===== config.mk =====
export PLATFORM = sky130hd
export DESIGN_NAME = ctl_write_port
export DESIGN_NICKNAME = d
export VERILOG_FILES = /design/src/rtl/ctl_port_pkg.sv /design/src/rtl/sync_two_ff.sv /design/src/rtl/ctl_write_port.sv
export SDC_FILE = /design/constraint.sdc
export NUM_CORES = 1
export LEC_CHECK = 0
export ABC_CLOCK_PERIOD_IN_PS = 3200
export BUFFER_PORTS_ARGS = -buffer_cell sky130_fd_sc_hd__buf_2
export CORE_MARGIN = 3
export CORE_UTILIZATION = 50
export CTS_BUF_LIST = sky130_fd_sc_hd__clkbuf_8
export CTS_CLUSTER_DIAMETER = 50
export DETAILED_ROUTE_END_ITERATION = 10
export MAX_ROUTING_LAYER = met4
export PLACE_DENSITY = 0.78
export REMOVE_ABC_BUFFERS = 1
export SLEW_MARGIN = 20
export SYNTH_ARGS = -nofsm -noshare
export SYNTH_HDL_FRONTEND = slang
export SYNTH_SLANG_ARGS = --single-unit

===== constraint.sdc =====
create_clock -name clock -period 3.2 [get_ports clock]
set_clock_uncertainty 0.05 [all_clocks]
set_input_delay 0.32 -clock clock [delete_from_list [all_inputs] [get_ports clock]]
set_output_delay 0.32 -clock clock [all_outputs]
set_load 0.03 [all_outputs]

===== src/rtl/ctl_port_pkg.sv =====
// constants for the three-wire control write port
`default_nettype none
package ctl_port_pkg;
  localparam int FRAME_BITS = 14;          // r/w + address + payload
  localparam int ADDR_W = 3;               // word_select_field width
  localparam int DATA_W = 10;              // word_payload_field width
  localparam int NUM_WORDS = 8;            // control words
  localparam logic [2:0] WORD_SYS = 3'h0;  // standby, mode, sat bits
  localparam logic [2:0] WORD_TX = 3'h1;   // holds speaker route field
  localparam logic [2:0] WORD_RX = 3'h4;   // trim, source, volume
  localparam logic [2:0] WORD_TEST = 3'h5; // holds the test mode code
  localparam logic [9:0] WORD_RESET = 10'h000; // every word after reset
  localparam logic [3:0] CNT_LAST = 4'hE;  // rising edges in a full frame
  localparam logic [3:0] CNT_RD = 4'h4;    // rises taken before read-back starts
  // field positions
  localparam int STANDBY_SELECT_BIT_POS = 9;
  localparam int MODE_HI = 8;
  localparam int MODE_LO = 7;
  localparam int SAT_SOURCE_BIT_POS = 6;
  localparam int SAT_COMPARATOR_BYPASS_BIT_POS = 5;
  localparam int LS_HI = 1;
  localparam int LS_LO = 0;
  localparam int RXT_HI = 9;
  localparam int RXT_LO = 6;
  localparam int RECEIVE_SOURCE_SELECT_HI = 5;
  localparam int RECEIVE_SOURCE_SELECT_LO = 4;
  localparam int VOL_HI = 3;
  localparam int VOL_LO = 0;
  localparam int TEST_HI = 1;
  localparam int TEST_LO = 0;
endpackage : ctl_port_pkg
`default_nettype wire


===== src/rtl/sync_two_ff.sv =====
// two-flop synchroniser for one level from outside the clock domain
`default_nettype none
module sync_two_ff (
  input wire logic clock,   // block clock
  input wire logic rst,     // synchronous reset, active high
  input wire logic din,     // asynchronous level
  input wire logic init,    // value held during reset
  output logic dout         // synchronised level
);
  logic meta_ff; // first stage, read only by second stage
  // plain double register; reset value keeps idle line levels
  always_ff @(posedge clock) begin
    if (rst) begin
      meta_ff <= init;
      dout <= init;
    end else begin
      meta_ff <= din;
      dout <= meta_ff;
    end
  end
endmodule : sync_two_ff
`default_nettype wire


===== src/rtl/ctl_write_port.sv =====
// three-wire serial control write port with control word storage
`default_nettype none
module ctl_write_port (
  input wire logic clock,                 // 25 MHz block clock
  input wire logic rst,                   // synchronous reset, active high
  input wire logic serial_shift_clock,    // host serial clock pin
  input wire logic select_n,              // host chip select, active low
  input wire logic data_in,               // data line input side
  output logic data_out,                  // data line output side
  output logic data_oe,                   // data line enable, high drives
  input wire logic [7:0] conv_result,     // converter result for read-back
  output logic conv_clock_en,             // pulse per serial clock rise
  output logic active_mode,               // 1 active, 0 standby
  output logic [1:0] system_mode,         // system mode select
  output logic sat_source_bit,            // 1 filter, 0 external pin
  output logic sat_comparator_bypass_bit, // 1 bypass comparator
  output logic [1:0] speaker_route_field, // speaker drive select
  output logic [3:0] receive_trim_field,  // receive gain trim
  output logic [1:0] receive_source_select, // volume stage input
  output logic [3:0] volume_field,        // volume level
  output logic [1:0] test_field,          // test mode code
  output logic trim_stage_en,             // gain trim stage enable
  output logic data_detect_en,            // data comparator enable
  output logic voice_path_en,             // voice and transmit enable
  output logic fast_data_rate,            // 1 for 10 kbit/s, 0 for 8 kbit/s
  output logic [2:0] last_word,           // address of last update
  output logic word_written               // one-cycle pulse on update
);
  typedef enum logic [2:0] {
    ST_IDLE = 3'b001,   // deselected
    ST_SHIFT = 3'b010,  // taking bits
    ST_DONE = 3'b100    // frame complete, ignore edges
  } frame_e;
  frame_e state_ff; // frame state
  logic sclk_s;     // synchronised serial clock
  logic sel_s;      // synchronised chip select, active high
  logic din_s;      // synchronised data
  logic sclk_d_ff;  // previous serial clock level
  logic [3:0] cnt_ff; // rising edges taken
  logic [13:0] shift_ff; // input shift register
  logic [9:0] words_ff [ctl_port_pkg::NUM_WORDS]; // control words
  logic [7:0] rd_ff; // read-back shift register
  logic rise;  // serial clock rising edge
  logic fall;  // serial clock falling edge
  logic sel;   // selected
  logic commit; // register update strobe
  logic [2:0] waddr; // update address

  // synchronisers: the serial pins are far slower than the block clock
  sync_two_ff u_sclk (.clock(clock), .rst(rst), .din(serial_shift_clock), .init(1'b0),
                      .dout(sclk_s));
  sync_two_ff u_sel (.clock(clock), .rst(rst), .din(~select_n), .init(1'b0), .dout(sel_s));
  sync_two_ff u_din (.clock(clock), .rst(rst), .din(data_in), .init(1'b0), .dout(din_s));

  assign sel = sel_s;
  assign rise = sclk_s & ~sclk_d_ff;
  assign fall = ~sclk_s & sclk_d_ff;
  assign waddr = shift_ff[12:10];
  // write frames only: a cleared first bit is a read request
  assign commit = sel && state_ff == ST_SHIFT && fall && cnt_ff == ctl_port_pkg::CNT_LAST
                  && shift_ff[13];

  // edge detector history
  always_ff @(posedge clock) begin
    if (rst) sclk_d_ff <= 1'b0;
    else sclk_d_ff <= sclk_s;
  end

  // frame sequencing
  always_ff @(posedge clock) begin
    if (rst) begin
      state_ff <= ST_IDLE;
      cnt_ff <= 4'h0;
    end else if (!sel) begin
      state_ff <= ST_IDLE;
      cnt_ff <= 4'h0;
    end else begin
      unique case (state_ff)
        ST_IDLE: begin
          // one idle cycle after select; the host waits far longer before its first rise
          state_ff <= ST_SHIFT;
          cnt_ff <= 4'h0;
        end
        ST_SHIFT: begin
          // the count stops at a full frame so later rises cannot wrap it
          if (rise && cnt_ff != ctl_port_pkg::CNT_LAST) cnt_ff <= cnt_ff + 4'h1;
          if (fall && cnt_ff == ctl_port_pkg::CNT_LAST) state_ff <= ST_DONE;
        end
        ST_DONE: state_ff <= ST_DONE;
        default: state_ff <= ST_IDLE;
      endcase
    end
  end

  // serial shift, msb first
  always_ff @(posedge clock) begin
    if (rst || !sel) shift_ff <= 14'h0000;
    else if (state_ff == ST_SHIFT && rise && cnt_ff != ctl_port_pkg::CNT_LAST)
      shift_ff <= {shift_ff[12:0], din_s};
  end

  // control word storage; all ten bits load in one cycle
  always_ff @(posedge clock) begin
    if (rst) begin
      for (int i = 0; i < ctl_port_pkg::NUM_WORDS; i++) words_ff[i] <= ctl_port_pkg::WORD_RESET;
    end else if (commit) begin
      // the address field picks the word; all ten bits move together
      words_ff[waddr] <= shift_ff[9:0];
    end
  end

  // update report
  always_ff @(posedge clock) begin
    if (rst) begin
      word_written <= 1'b0;
      last_word <= 3'h0;
    end else begin
      word_written <= commit;
      if (commit) last_word <= waddr;
    end
  end

  // read-back: a frame with the first bit clear returns the converter byte
  always_ff @(posedge clock) begin
    if (rst || !sel) begin
      rd_ff <= 8'h00;
      data_oe <= 1'b0;
      data_out <= 1'b0;
    end else if (state_ff == ST_SHIFT && fall && cnt_ff == ctl_port_pkg::CNT_RD
                 && !shift_ff[3]) begin
      // read frame: the first shifted bit is still clear after the fourth rise
      rd_ff <= {conv_result[6:0], 1'b0};
      data_out <= conv_result[7];
      data_oe <= 1'b1;
    end else if (data_oe && fall && state_ff == ST_SHIFT) begin
      // each later fall moves the next bit out; zeros follow the byte
      data_out <= rd_ff[7];
      rd_ff <= {rd_ff[6:0], 1'b0};
    end
  end

  // converter clock enable rides on the host serial clock
  always_ff @(posedge clock) begin
    if (rst) conv_clock_en <= 1'b0;
    else conv_clock_en <= rise;
  end

  // decoded controls
  always_comb begin
    active_mode = words_ff[ctl_port_pkg::WORD_SYS][ctl_port_pkg::STANDBY_SELECT_BIT_POS];
    system_mode = words_ff[ctl_port_pkg::WORD_SYS][ctl_port_pkg::MODE_HI:ctl_port_pkg::MODE_LO];
    sat_source_bit = words_ff[ctl_port_pkg::WORD_SYS][ctl_port_pkg::SAT_SOURCE_BIT_POS];
    sat_comparator_bypass_bit = words_ff[ctl_port_pkg::WORD_SYS][ctl_port_pkg::SAT_COMPARATOR_BYPASS_BIT_POS];
    speaker_route_field = words_ff[ctl_port_pkg::WORD_TX][ctl_port_pkg::LS_HI:ctl_port_pkg::LS_LO];
    receive_trim_field = words_ff[ctl_port_pkg::WORD_RX][ctl_port_pkg::RXT_HI:ctl_port_pkg::RXT_LO];
    receive_source_select =
      words_ff[ctl_port_pkg::WORD_RX][ctl_port_pkg::RECEIVE_SOURCE_SELECT_HI:ctl_port_pkg::RECEIVE_SOURCE_SELECT_LO];
    volume_field = words_ff[ctl_port_pkg::WORD_RX][ctl_port_pkg::VOL_HI:ctl_port_pkg::VOL_LO];
    // test code is reachable only through a serial write to its word
    test_field =
      words_ff[ctl_port_pkg::WORD_TEST][ctl_port_pkg::TEST_HI:ctl_port_pkg::TEST_LO];
    trim_stage_en = 1'b1;
    data_detect_en = 1'b1;
    voice_path_en = active_mode;
    fast_data_rate = (system_mode == 2'b00);
  end

  // checks
  // an update pulse always follows a commit taken while selected
  a_commit_needs_sel: assert property (@(posedge clock) disable iff (rst)
    word_written |-> $past(sel)) else $error("update without select");
  // the update report is a single-cycle pulse
  a_one_per_frame: assert property (@(posedge clock) disable iff (rst)
    word_written |-> ##1 !word_written) else $error("double update");
  // the addressed word takes all ten shifted bits in one step
  a_update_lands: assert property (@(posedge clock) disable iff (rst)
    commit |=> words_ff[$past(waddr)] == $past(shift_ff[9:0])) else $error("word lost");
  // only the fourteenth falling edge may commit
  a_full_count: assert property (@(posedge clock) disable iff (rst)
    commit |-> cnt_ff == ctl_port_pkg::CNT_LAST) else $error("short frame committed");
  // the rise counter saturates at a full frame
  a_count_bound: assert property (@(posedge clock) disable iff (rst)
    cnt_ff <= ctl_port_pkg::CNT_LAST) else $error("count overrun");
  // deselect clears the counter and the shifter in the next cycle
  a_drop_clears: assert property (@(posedge clock) disable iff (rst)
    !sel |=> cnt_ff == 4'h0 && shift_ff == 14'h0000) else $error("no reset on deselect");
  // standby leaves trim and data detection on, voice path off
  a_standby_rx: assert property (@(posedge clock) disable iff (rst)
    !active_mode |-> data_detect_en && trim_stage_en && !voice_path_en)
    else $error("standby path wrong");
  // the data rate follows the mode field
  a_rate_mode: assert property (@(posedge clock) disable iff (rst)
    fast_data_rate == (system_mode == 2'b00)) else $error("rate mismatch");
  // the shared line is driven only inside a selected frame
  a_idle_no_drive: assert property (@(posedge clock) disable iff (rst)
    !sel |=> !data_oe) else $error("line driven while deselected");
  // a read frame puts the converter msb out at the fourth fall
  a_readback_start: assert property (@(posedge clock) disable iff (rst)
    sel && state_ff == ST_SHIFT && fall && cnt_ff == ctl_port_pkg::CNT_RD && !shift_ff[3]
    |=> data_oe && data_out == $past(conv_result[7])) else $error("read-back did not start");
  // a finished frame stays closed while select is held
  a_done_holds: assert property (@(posedge clock) disable iff (rst)
    sel && state_ff == ST_DONE |=> state_ff == ST_DONE && !word_written)
    else $error("frame reopened while selected");
endmodule : ctl_write_port
`default_nettype wire


After elaboration in Yosys (flattened, before gate mapping)
Memory sizes are Yosys's and may differ from the RTL's.
Cells that the tools add are included.
{ "op_classes": {"add_sub_neg": 1, "n_eq_ne": 8, "n_mux": 16, "bitwise_logic": 6, "n_reduce_logical": 22} }
{ "ops": {"columns": ["op", "n"], "rows": [
  ["$mux 8", 2],
  ["$logic_and 1x1->1", 13],
  ["$mux 10", 1],
  ["$reduce_or 10->1", 1],
  ["$pmux 3 s3", 1],
  ["$mux 1", 8],
  ["$pmux 4 s2", 1],
  ["$mux 3", 2],
  ["$add 4x1->4 const B", 1],
  ["$eq 4x3->1 const B", 1],
  ["$eq 4x4->1 const B", 1],
  ["$mux 4", 1],
  ["$ne 2x2->1 const B", 2],
  ["$ne 4x4->1 const B", 1],
  ["$not 1->1", 4],
  ["$reduce_bool 2->1", 2],
  ["$eq 3x1->1 const B", 1],
  ["$eq 3x2->1 const B", 1],
  ["$eq 3x3->1 const B", 1],
  ["$and 1x1->1", 2],
  ["$logic_not 1->1", 2],
  ["$logic_not 2->1", 1],
  ["$reduce_and 2->1", 1],
  ["$reduce_or 2->1", 1],
  ["$logic_or 1x1->1", 1]
]} }
{ "word_totals": {"regBits": 42, "ramBits": 80, "output_inout_bits": 30, "memories": 1} }
{ "mem_list": {"columns": ["name", "depth", "width", "rd", "rd_clocked_by_memory_dff", "write_ports", "line", "rtl"], "rows": [
  ["words_ff", 8, 10, 4, 0, 8, "ctl_write_port.sv:41", "logic [9:0] words_ff [ctl_port_pkg::NUM_WORDS];"]
]} }

Logic depth before layout (Yosys ltp)
Gate-level depths: netlist of the first run.
{ "depth": {"ltp_word": 10, "ltp_mapped": 7} }

Cells and area by module
From an unflattened synthesis of the first run, not the netlist that was laid out.
{ "hier_totals": {"cells_unflattened": 249, "area_unflattened_um2": 2657.5} }
{ "modules_own_cells": {"columns": ["module", "instances", "cells_each", "area_each_um2"], "rows": [
  ["ctl_write_port", 1, 237, 2469.9],
  ["sync_two_ff", 3, 4, 62.6]
]} }

Least setup slack after synthesis of the first run
Ideal clock, no wire load.
{ "synth_timing": {"path_kind": "register to register", "startpoint": "register cnt_ff[0]", "endpoint": "memory words_ff[4][0], enable pin", "setup_time_ns": 0.379, "t_arrival_ns": 1.899, "required_ns": 2.771, "slack_ns": 0.872, "path_stages_with_launch": 8, "n_path_buf": 2, "path_cell_list": "dfxtp_1 > inv_1 > ha_1 > and3_1 > clkbuf_1 > nand3_1 > clkbuf_1 > o21bai_1"} }
{ "synth_lines": {"columns": ["item", "line", "rtl"], "rows": [
  ["start: declaration", "ctl_write_port.sv:39", "logic [3:0] cnt_ff;"],
  ["start signal: assignment", "ctl_write_port.sv:86", "if (rise && cnt_ff != ctl_port_pkg::CNT_LAST) cnt_ff <= cnt_ff + 4'h1;"],
  ["end: declaration", "ctl_write_port.sv:41", null]
]} }

==> flow_summary.ini, run 1 <==
[yosys]
synth-compound-area-share_pct = 5.78
synth_cell_types = 39
synth_warnings = 0
synth_sequential_area_ratio_pct = 53.8
synth.ff_latch_count = 61
synth_flop_cell = dfxtp_1
synth_edf_count = 19
synth_top_family_by_area = simple AND/OR/NAND/NOR gates
syn_inst = 248
synth_mux_area_share_pct = 10.3
avgSynthCellArea_sq_um = 10.6
synthSimpleGateAreaFrac_pct = 21.6
syn_area_sq_um = 2620
synth_fa_ha_area_share_pct = 1.43
synth_xor_xnor_area_share_pct = 0.334
postSynth.asyncResetShare_pct = 0

[clocking]
cts_hold_buf = 0
cts.reportedPaths.clkPinSlew_ns = 0.06
cts_setup_buffers = 0
clock_latency_ns = 0.34
clock_path_buffers = 2
htreeDepth = 3
root_buffer = clkbuf_8
clock-sinks = 61
cts_resized = 0
cts_buffers = 9
cts_tree = done

[finish]
nets = 305
fillers = 420
postLayoutCellArea_sq_um = 3070
diodes = 0
drive_above_1_share_pct = 21.1
area_delta_synth_final_pct = 17.0
final_cells = 361
final_util_pct = 62.9

[routing]
drtAntennaViolNets = 0
drt_iter0_drc = 83
viasPerCell = 5.08
num_vias = 1835
totalWireLength_um = 4400
drc = 0
dr.pass1.iters = 4
avgRoutedWirePerCell_um = 12.2

[timing]
worstMarginPinSlew_ns = 0.906
setup_violations = 0
max_freq_mhz = 435
finalMaxSlewViolations = 0
period_minus_slack_ns = 2.30
period_share_pct = 71.9
setup_ws_ns = 0.901
timing_hold_violations_final = 0
tns_ns = 0
relSlewSlack_pct = 39.4
grt_setup_unrepaired = false

[worst_setup_path]
worst-setup-path-type = flop to flop
r2r_slack_ns = 0.90
critical_path.max_fanout = 9
required_ns = 3.20
crit_arrival_ns = 2.30
crit_chain = inv_1, ha_1, and3_1, nand3_1, o21bai_1, buf_4
cp-end-kind = flop
slowest_delay_ns = 0.49
crit_path_top_delay_cell = o21bai_1
cp-start-kind = flop

[place]
placed_area_sq_um = 2860
dpl.hpwl_um = 3080
place_ws_ns = 0.908
place_congestion = 0.817
io_buffers = 40
placed_cells = 345

[floorplanning]
dieArea_sq_um = 6150
io_pins = 43
core_sq_um = 4880
start_util_pct = 53.7
rows = 25
die_h_um = 78.4
die_w_um = 78.4

[grt]
first_global_vias = 1702
grt_overflow = 0
met1_usage_pct = 20.2
met2_usage_pct = 24.4
grt_usage_pct = 16.4
grt_antenna_before_repair = 0
met3_usage_pct = 5.85
grt_max_degree = 28
grt_pass1_wl_um = 7620
busiest_layer = met2

[power]
leakagePower_nw = 1.10
power_density_nw_per_um2 = 523
peakVddDrop_mv = 0.277

[outcome]
outcome = completed

[hold_path]
hold_path_class = primary input to flop

[run]
cap_violations = 0
power breakdown:
part / internal [mW] / leakage (nW) / switching [mW] / total [mW]
clock: 0.428 / 0.113 / 0.280 / 0.708
sequential: 0.813 / 0.520 / 0.00542 / 0.818
combinational: 0.0235 / 0.470 / 0.0546 / 0.0781
total: 1.26 / 1.10 / 0.340 / 1.60
layout make-up:
cell class / instances / area [sq um] / area share, %
sequential: 61 / 1410 / 46.0
multi-input combinational: 150 / 1040 / 33.9
timing repair buffer: 46 / 245 / 7.99
clock buffer: 9 / 124 / 4.04
clock inverter: 7 / 83.8 / 2.73
tap: 67 / 83.8 / 2.73
inverter: 21 / 78.8 / 2.57
cell usage in the layout (no fill, tap or decap), types with 2 or more instances in the layout:
| cell | instances |
|---|---|
| nor4_1 | 3 |
| nand4_1 | 2 |
| nand2b_1 | 18 |
| a221oi_1 | 7 |
| mux2i_1 | 27 |
| a211oi_1 | 2 |
| o21bai_1 | 4 |
| nand3b_1 | 2 |
| bufinv_16 | 2 |
| dfxtp_1 | 42 |
| nor2_1 | 4 |
| nand2_1 | 19 |
| edfxtp_1 | 19 |
| ha_1 | 3 |
| nand3_1 | 8 |
| buf_4 | 6 |
| o21ai_0 | 2 |
| clkbuf_8 | 9 |
| inv_1 | 24 |
| conb_1 | 2 |
| buf_2 | 40 |
| nor2b_1 | 12 |
| nor3_1 | 20 |
Yosys cell counts, types with 3 or more instances:
| cell | count | area (sq um) |
|---|---|---|
| a221oi_1 | 7 | 61.3 |
| buf_4 | 3 | 22.5 |
| clkbuf_1 | 10 | 37.5 |
| dfxtp_1 | 42 | 841 |
| edfxtp_1 | 19 | 571 |
| ha_1 | 3 | 37.5 |
| inv_1 | 21 | 78.8 |
| mux2i_1 | 27 | 270 |
| nand2_1 | 19 | 71.3 |
| nand2b_1 | 18 | 113 |
| nand3_1 | 8 | 40.0 |
| nor2_1 | 4 | 15.0 |
| nor2b_1 | 12 | 75.1 |
| nor3_1 | 20 | 100 |
| nor4_1 | 3 | 18.8 |
| o21bai_1 | 4 | 30.0 |
critical path: cells and delay by family, from the launching register on:
| kind | cells | cell delay (ns) |
|---|---|---|
| AOI/OAI and AO/OA | 1 | 0.49 |
| and+or+nand+nor | 2 | 0.62 |
| adders and majority gates | 1 | 0.17 |
| DFF | 1 | 0.34 |
| buffers and inverters | 2 | 0.35 |
state kept, by name (all words and copies together), names as in the netlist, 3 cells and up:
register	cells
shift_ff	14
cnt_ff	4
state_ff	3
last_word	3
rd_ff	7
words_ff	19
through the flow:
stage	hold WS, ns	power, mW
5_1_grt	0.0739	1.66
4_1_cts	0.0685	1.62
3_5_place_dp	0.375	0.914
3_3_place_gp	0.367	0.913
2_1_floorplan	0.337	0.886
6_report	0.0777	1.60
logic make-up after synthesis:
kind of cell | Yosys count
buf+inv | 38
fa+ha+maj | 3
flops | 61
compound gates | 19
xor+xnor | 1
other cells | 1
mux | 27
simple gates | 98
worst paths after layout:
kind / endpoint / depth (start not counted) / from
min reg2reg: u_sel.dout / 1 / u_sel.meta_ff
min: u_sel.meta_ff / 2 / select_n
max reg2reg: words_ff[4][4] / 6 / cnt_ff[0]
max: words_ff[4][4] / 6 / cnt_ff[0]
routing by layer:
layer / share of wire (%) / vias up
met5: 0 / -
met4: 1.5 / 0
met3: 5.7 / 6
met2: 45 / 46
met1: 48 / 843
li1: - / 940
Power figures use the tool's default switching activity.
==> run 2, diff against run 1 <==
--- a/config.mk
+++ b/config.mk
@@ -5,7 +5,7 @@
 export SDC_FILE = /design/constraint.sdc
 export NUM_CORES = 1
 export LEC_CHECK = 0
-export ABC_CLOCK_PERIOD_IN_PS = 3200
+export ABC_CLOCK_PERIOD_IN_PS = 2100
 export BUFFER_PORTS_ARGS = -buffer_cell sky130_fd_sc_hd__buf_2
 export CORE_MARGIN = 3
 export CORE_UTILIZATION = 50
@@ -13,7 +13,7 @@
 export CTS_CLUSTER_DIAMETER = 50
 export DETAILED_ROUTE_END_ITERATION = 10
 export MAX_ROUTING_LAYER = met4
-export PLACE_DENSITY = 0.78
+export PLACE_DENSITY = 0.81
 export REMOVE_ABC_BUFFERS = 1
 export SLEW_MARGIN = 20
 export SYNTH_ARGS = -nofsm -noshare
==> constraint.sdc (replaced) <==
create_clock -name clock -period 2.1 [get_ports clock]
set_clock_uncertainty 0.05 [all_clocks]
set_input_delay 0.21 -clock clock [delete_from_list [all_inputs] [get_ports clock]]
set_output_delay 0.21 -clock clock [all_outputs]
set_load 0.03 [all_outputs]
==> flow_summary.ini, run 2 (same netlist as run 1, synthesis figures left out) <==
[finish]
final_common_cell = dfxtp_1
mostFrequentLayoutCells = 42 x dfxtp_1, 40 x buf_2, 27 x mux2i_1
nets = 310
largest_reg_flops = 19
top_regs = words_ff (19), shift_ff (14), rd_ff (7)
largest_register = words_ff
diodes = 0
final_util_pct = 63.3
fillers = 412
area_delta_synth_final_pct = 17.9
drive_above_1_share_pct = 23.1

[worst_setup_path]
cp-start-kind = flop
worst-setup-path-type = flop to flop
crit_path_top_delay_cell = or3b_1
path_buf_inv = 0
crit_chain = or3b_1, a211o_1, a221oi_1
crit_arrival_ns = 2.03
path_delay_family = compound AO/OA/AOI/OAI gates
slowest_delay_ns = 0.55
cp-end-kind = flop
required_ns = 2.29
critical_path.max_fanout = 8

[grt]
grt_antenna_before_repair = 0
grt_overflow = 0
grt_pass1_wl_um = 7780
grt_max_degree = 23
grt_usage_pct = 16.8
first_global_vias = 1774

[routing]
drt_iter0_drc = 81
avgRoutedWirePerCell_um = 12.5
totalWireLength_um = 4570
drc = 0
num_vias = 1839
drtAntennaViolNets = 0
dr.pass1.iters = 4
viasPerCell = 5.02

[floorplanning]
dieArea_sq_um = 6150
die_h_um = 78.4
die_w_um = 78.4
io_pins = 43
start_util_pct = 53.7
rows = 25
core_sq_um = 4880

[outcome]
outcome = completed

[timing]
relSlewSlack_pct = 66.9
finalMaxSlewViolations = 0
holdWs_ns = 0.0344
period_share_pct = 87.6
grt_setup_unrepaired = false
worstMarginPinSlew_ns = 0.495
period_minus_slack_ns = 1.84
max_freq_mhz = 544
timing_hold_violations_final = 0
setup_violations = 0

[run]
cap_violations = 0

[clocking]
cts_resized = 0
cts_tree = done
cts_hold_buf = 1
cts_buffers = 9
clock_latency_ns = 0.33
root_buffer = clkbuf_8
htreeDepth = 3
cts.reportedPaths.clkPinSlew_ns = 0.07
cts_setup_buffers = 0
clock_path_buffers = 2
clock-sinks = 61

[place]
dpl.hpwl_um = 3210
place_congestion = 0.815
io_buffers = 40

[hold_path]
hold_path_class = primary input to flop

[power]
peakVddDrop_mv = 0.468
power_density_nw_per_um2 = 732
leakagePower_nw = 1.11
-- run 2: worst paths after layout --
path | end | slack (ns) | from | cells after the start
worst min register to register | u_din.dout | 0.39 | u_din.meta_ff | 1
worst min-delay path | u_din.meta_ff | 0.03 | data_in | 2
worst max register to register | rd_ff[7] | 0.26 | state_ff[1] | 3
worst max-delay path | rd_ff[7] | 0.26 | state_ff[1] | 3
-- run 2: report_power, final --
| group | switching (mW) | leakage [nW] | internal, mW |
|---|---|---|---|
| Combinational | 0.0839 | 0.498 | 0.0395 |
| Sequential | 0.00839 | 0.520 | 1.24 |
| Clock | 0.461 | 0.0891 | 0.430 |
| Total | 0.553 | 1.11 | 1.71 |
-- run 2: layer usage --
layer	wire length, um	vias to the layer above	global-route usage [%]
met4	75	0	9.27
met5	0	-	-
met1	2030	832	19.7
li1	-	956	-
met3	212	10	3.90
met2	2240	41	26.7
-- run 2: final cells by class --
class | count | area, sq um | area share, %
timing repair buffer | 51 | 298 | 9.64
clock buffer | 9 | 124 | 4.01
tap | 67 | 83.8 | 2.71
inverter | 21 | 78.8 | 2.55
multi-input combinational | 150 | 1040 | 33.7
sequential | 61 | 1410 | 45.7
clock inverter | 7 | 52.6 | 1.70
-- run 2: metrics by stage --
| stage | setup slack [ns] | instances | power (mW) | setup TNS [ns] | instance area [sq um] |
|---|---|---|---|---|---|
| 2_1_floorplan | -0.777 | 232 | 1.35 | -9.31 | 2530 |
| 3_3_place_gp | 0.341 | 349 | 1.39 | 0 | 2900 |
| 3_5_place_dp | 0.270 | 349 | 1.40 | 0 | 2900 |
| 5_1_grt | 0.109 | 366 | 2.34 | 0 | 3090 |
| 4_1_cts | 0.246 | 366 | 2.29 | 0 | 3090 |
| 6_report | 0.261 | 366 | 2.26 | 0 | 3090 |
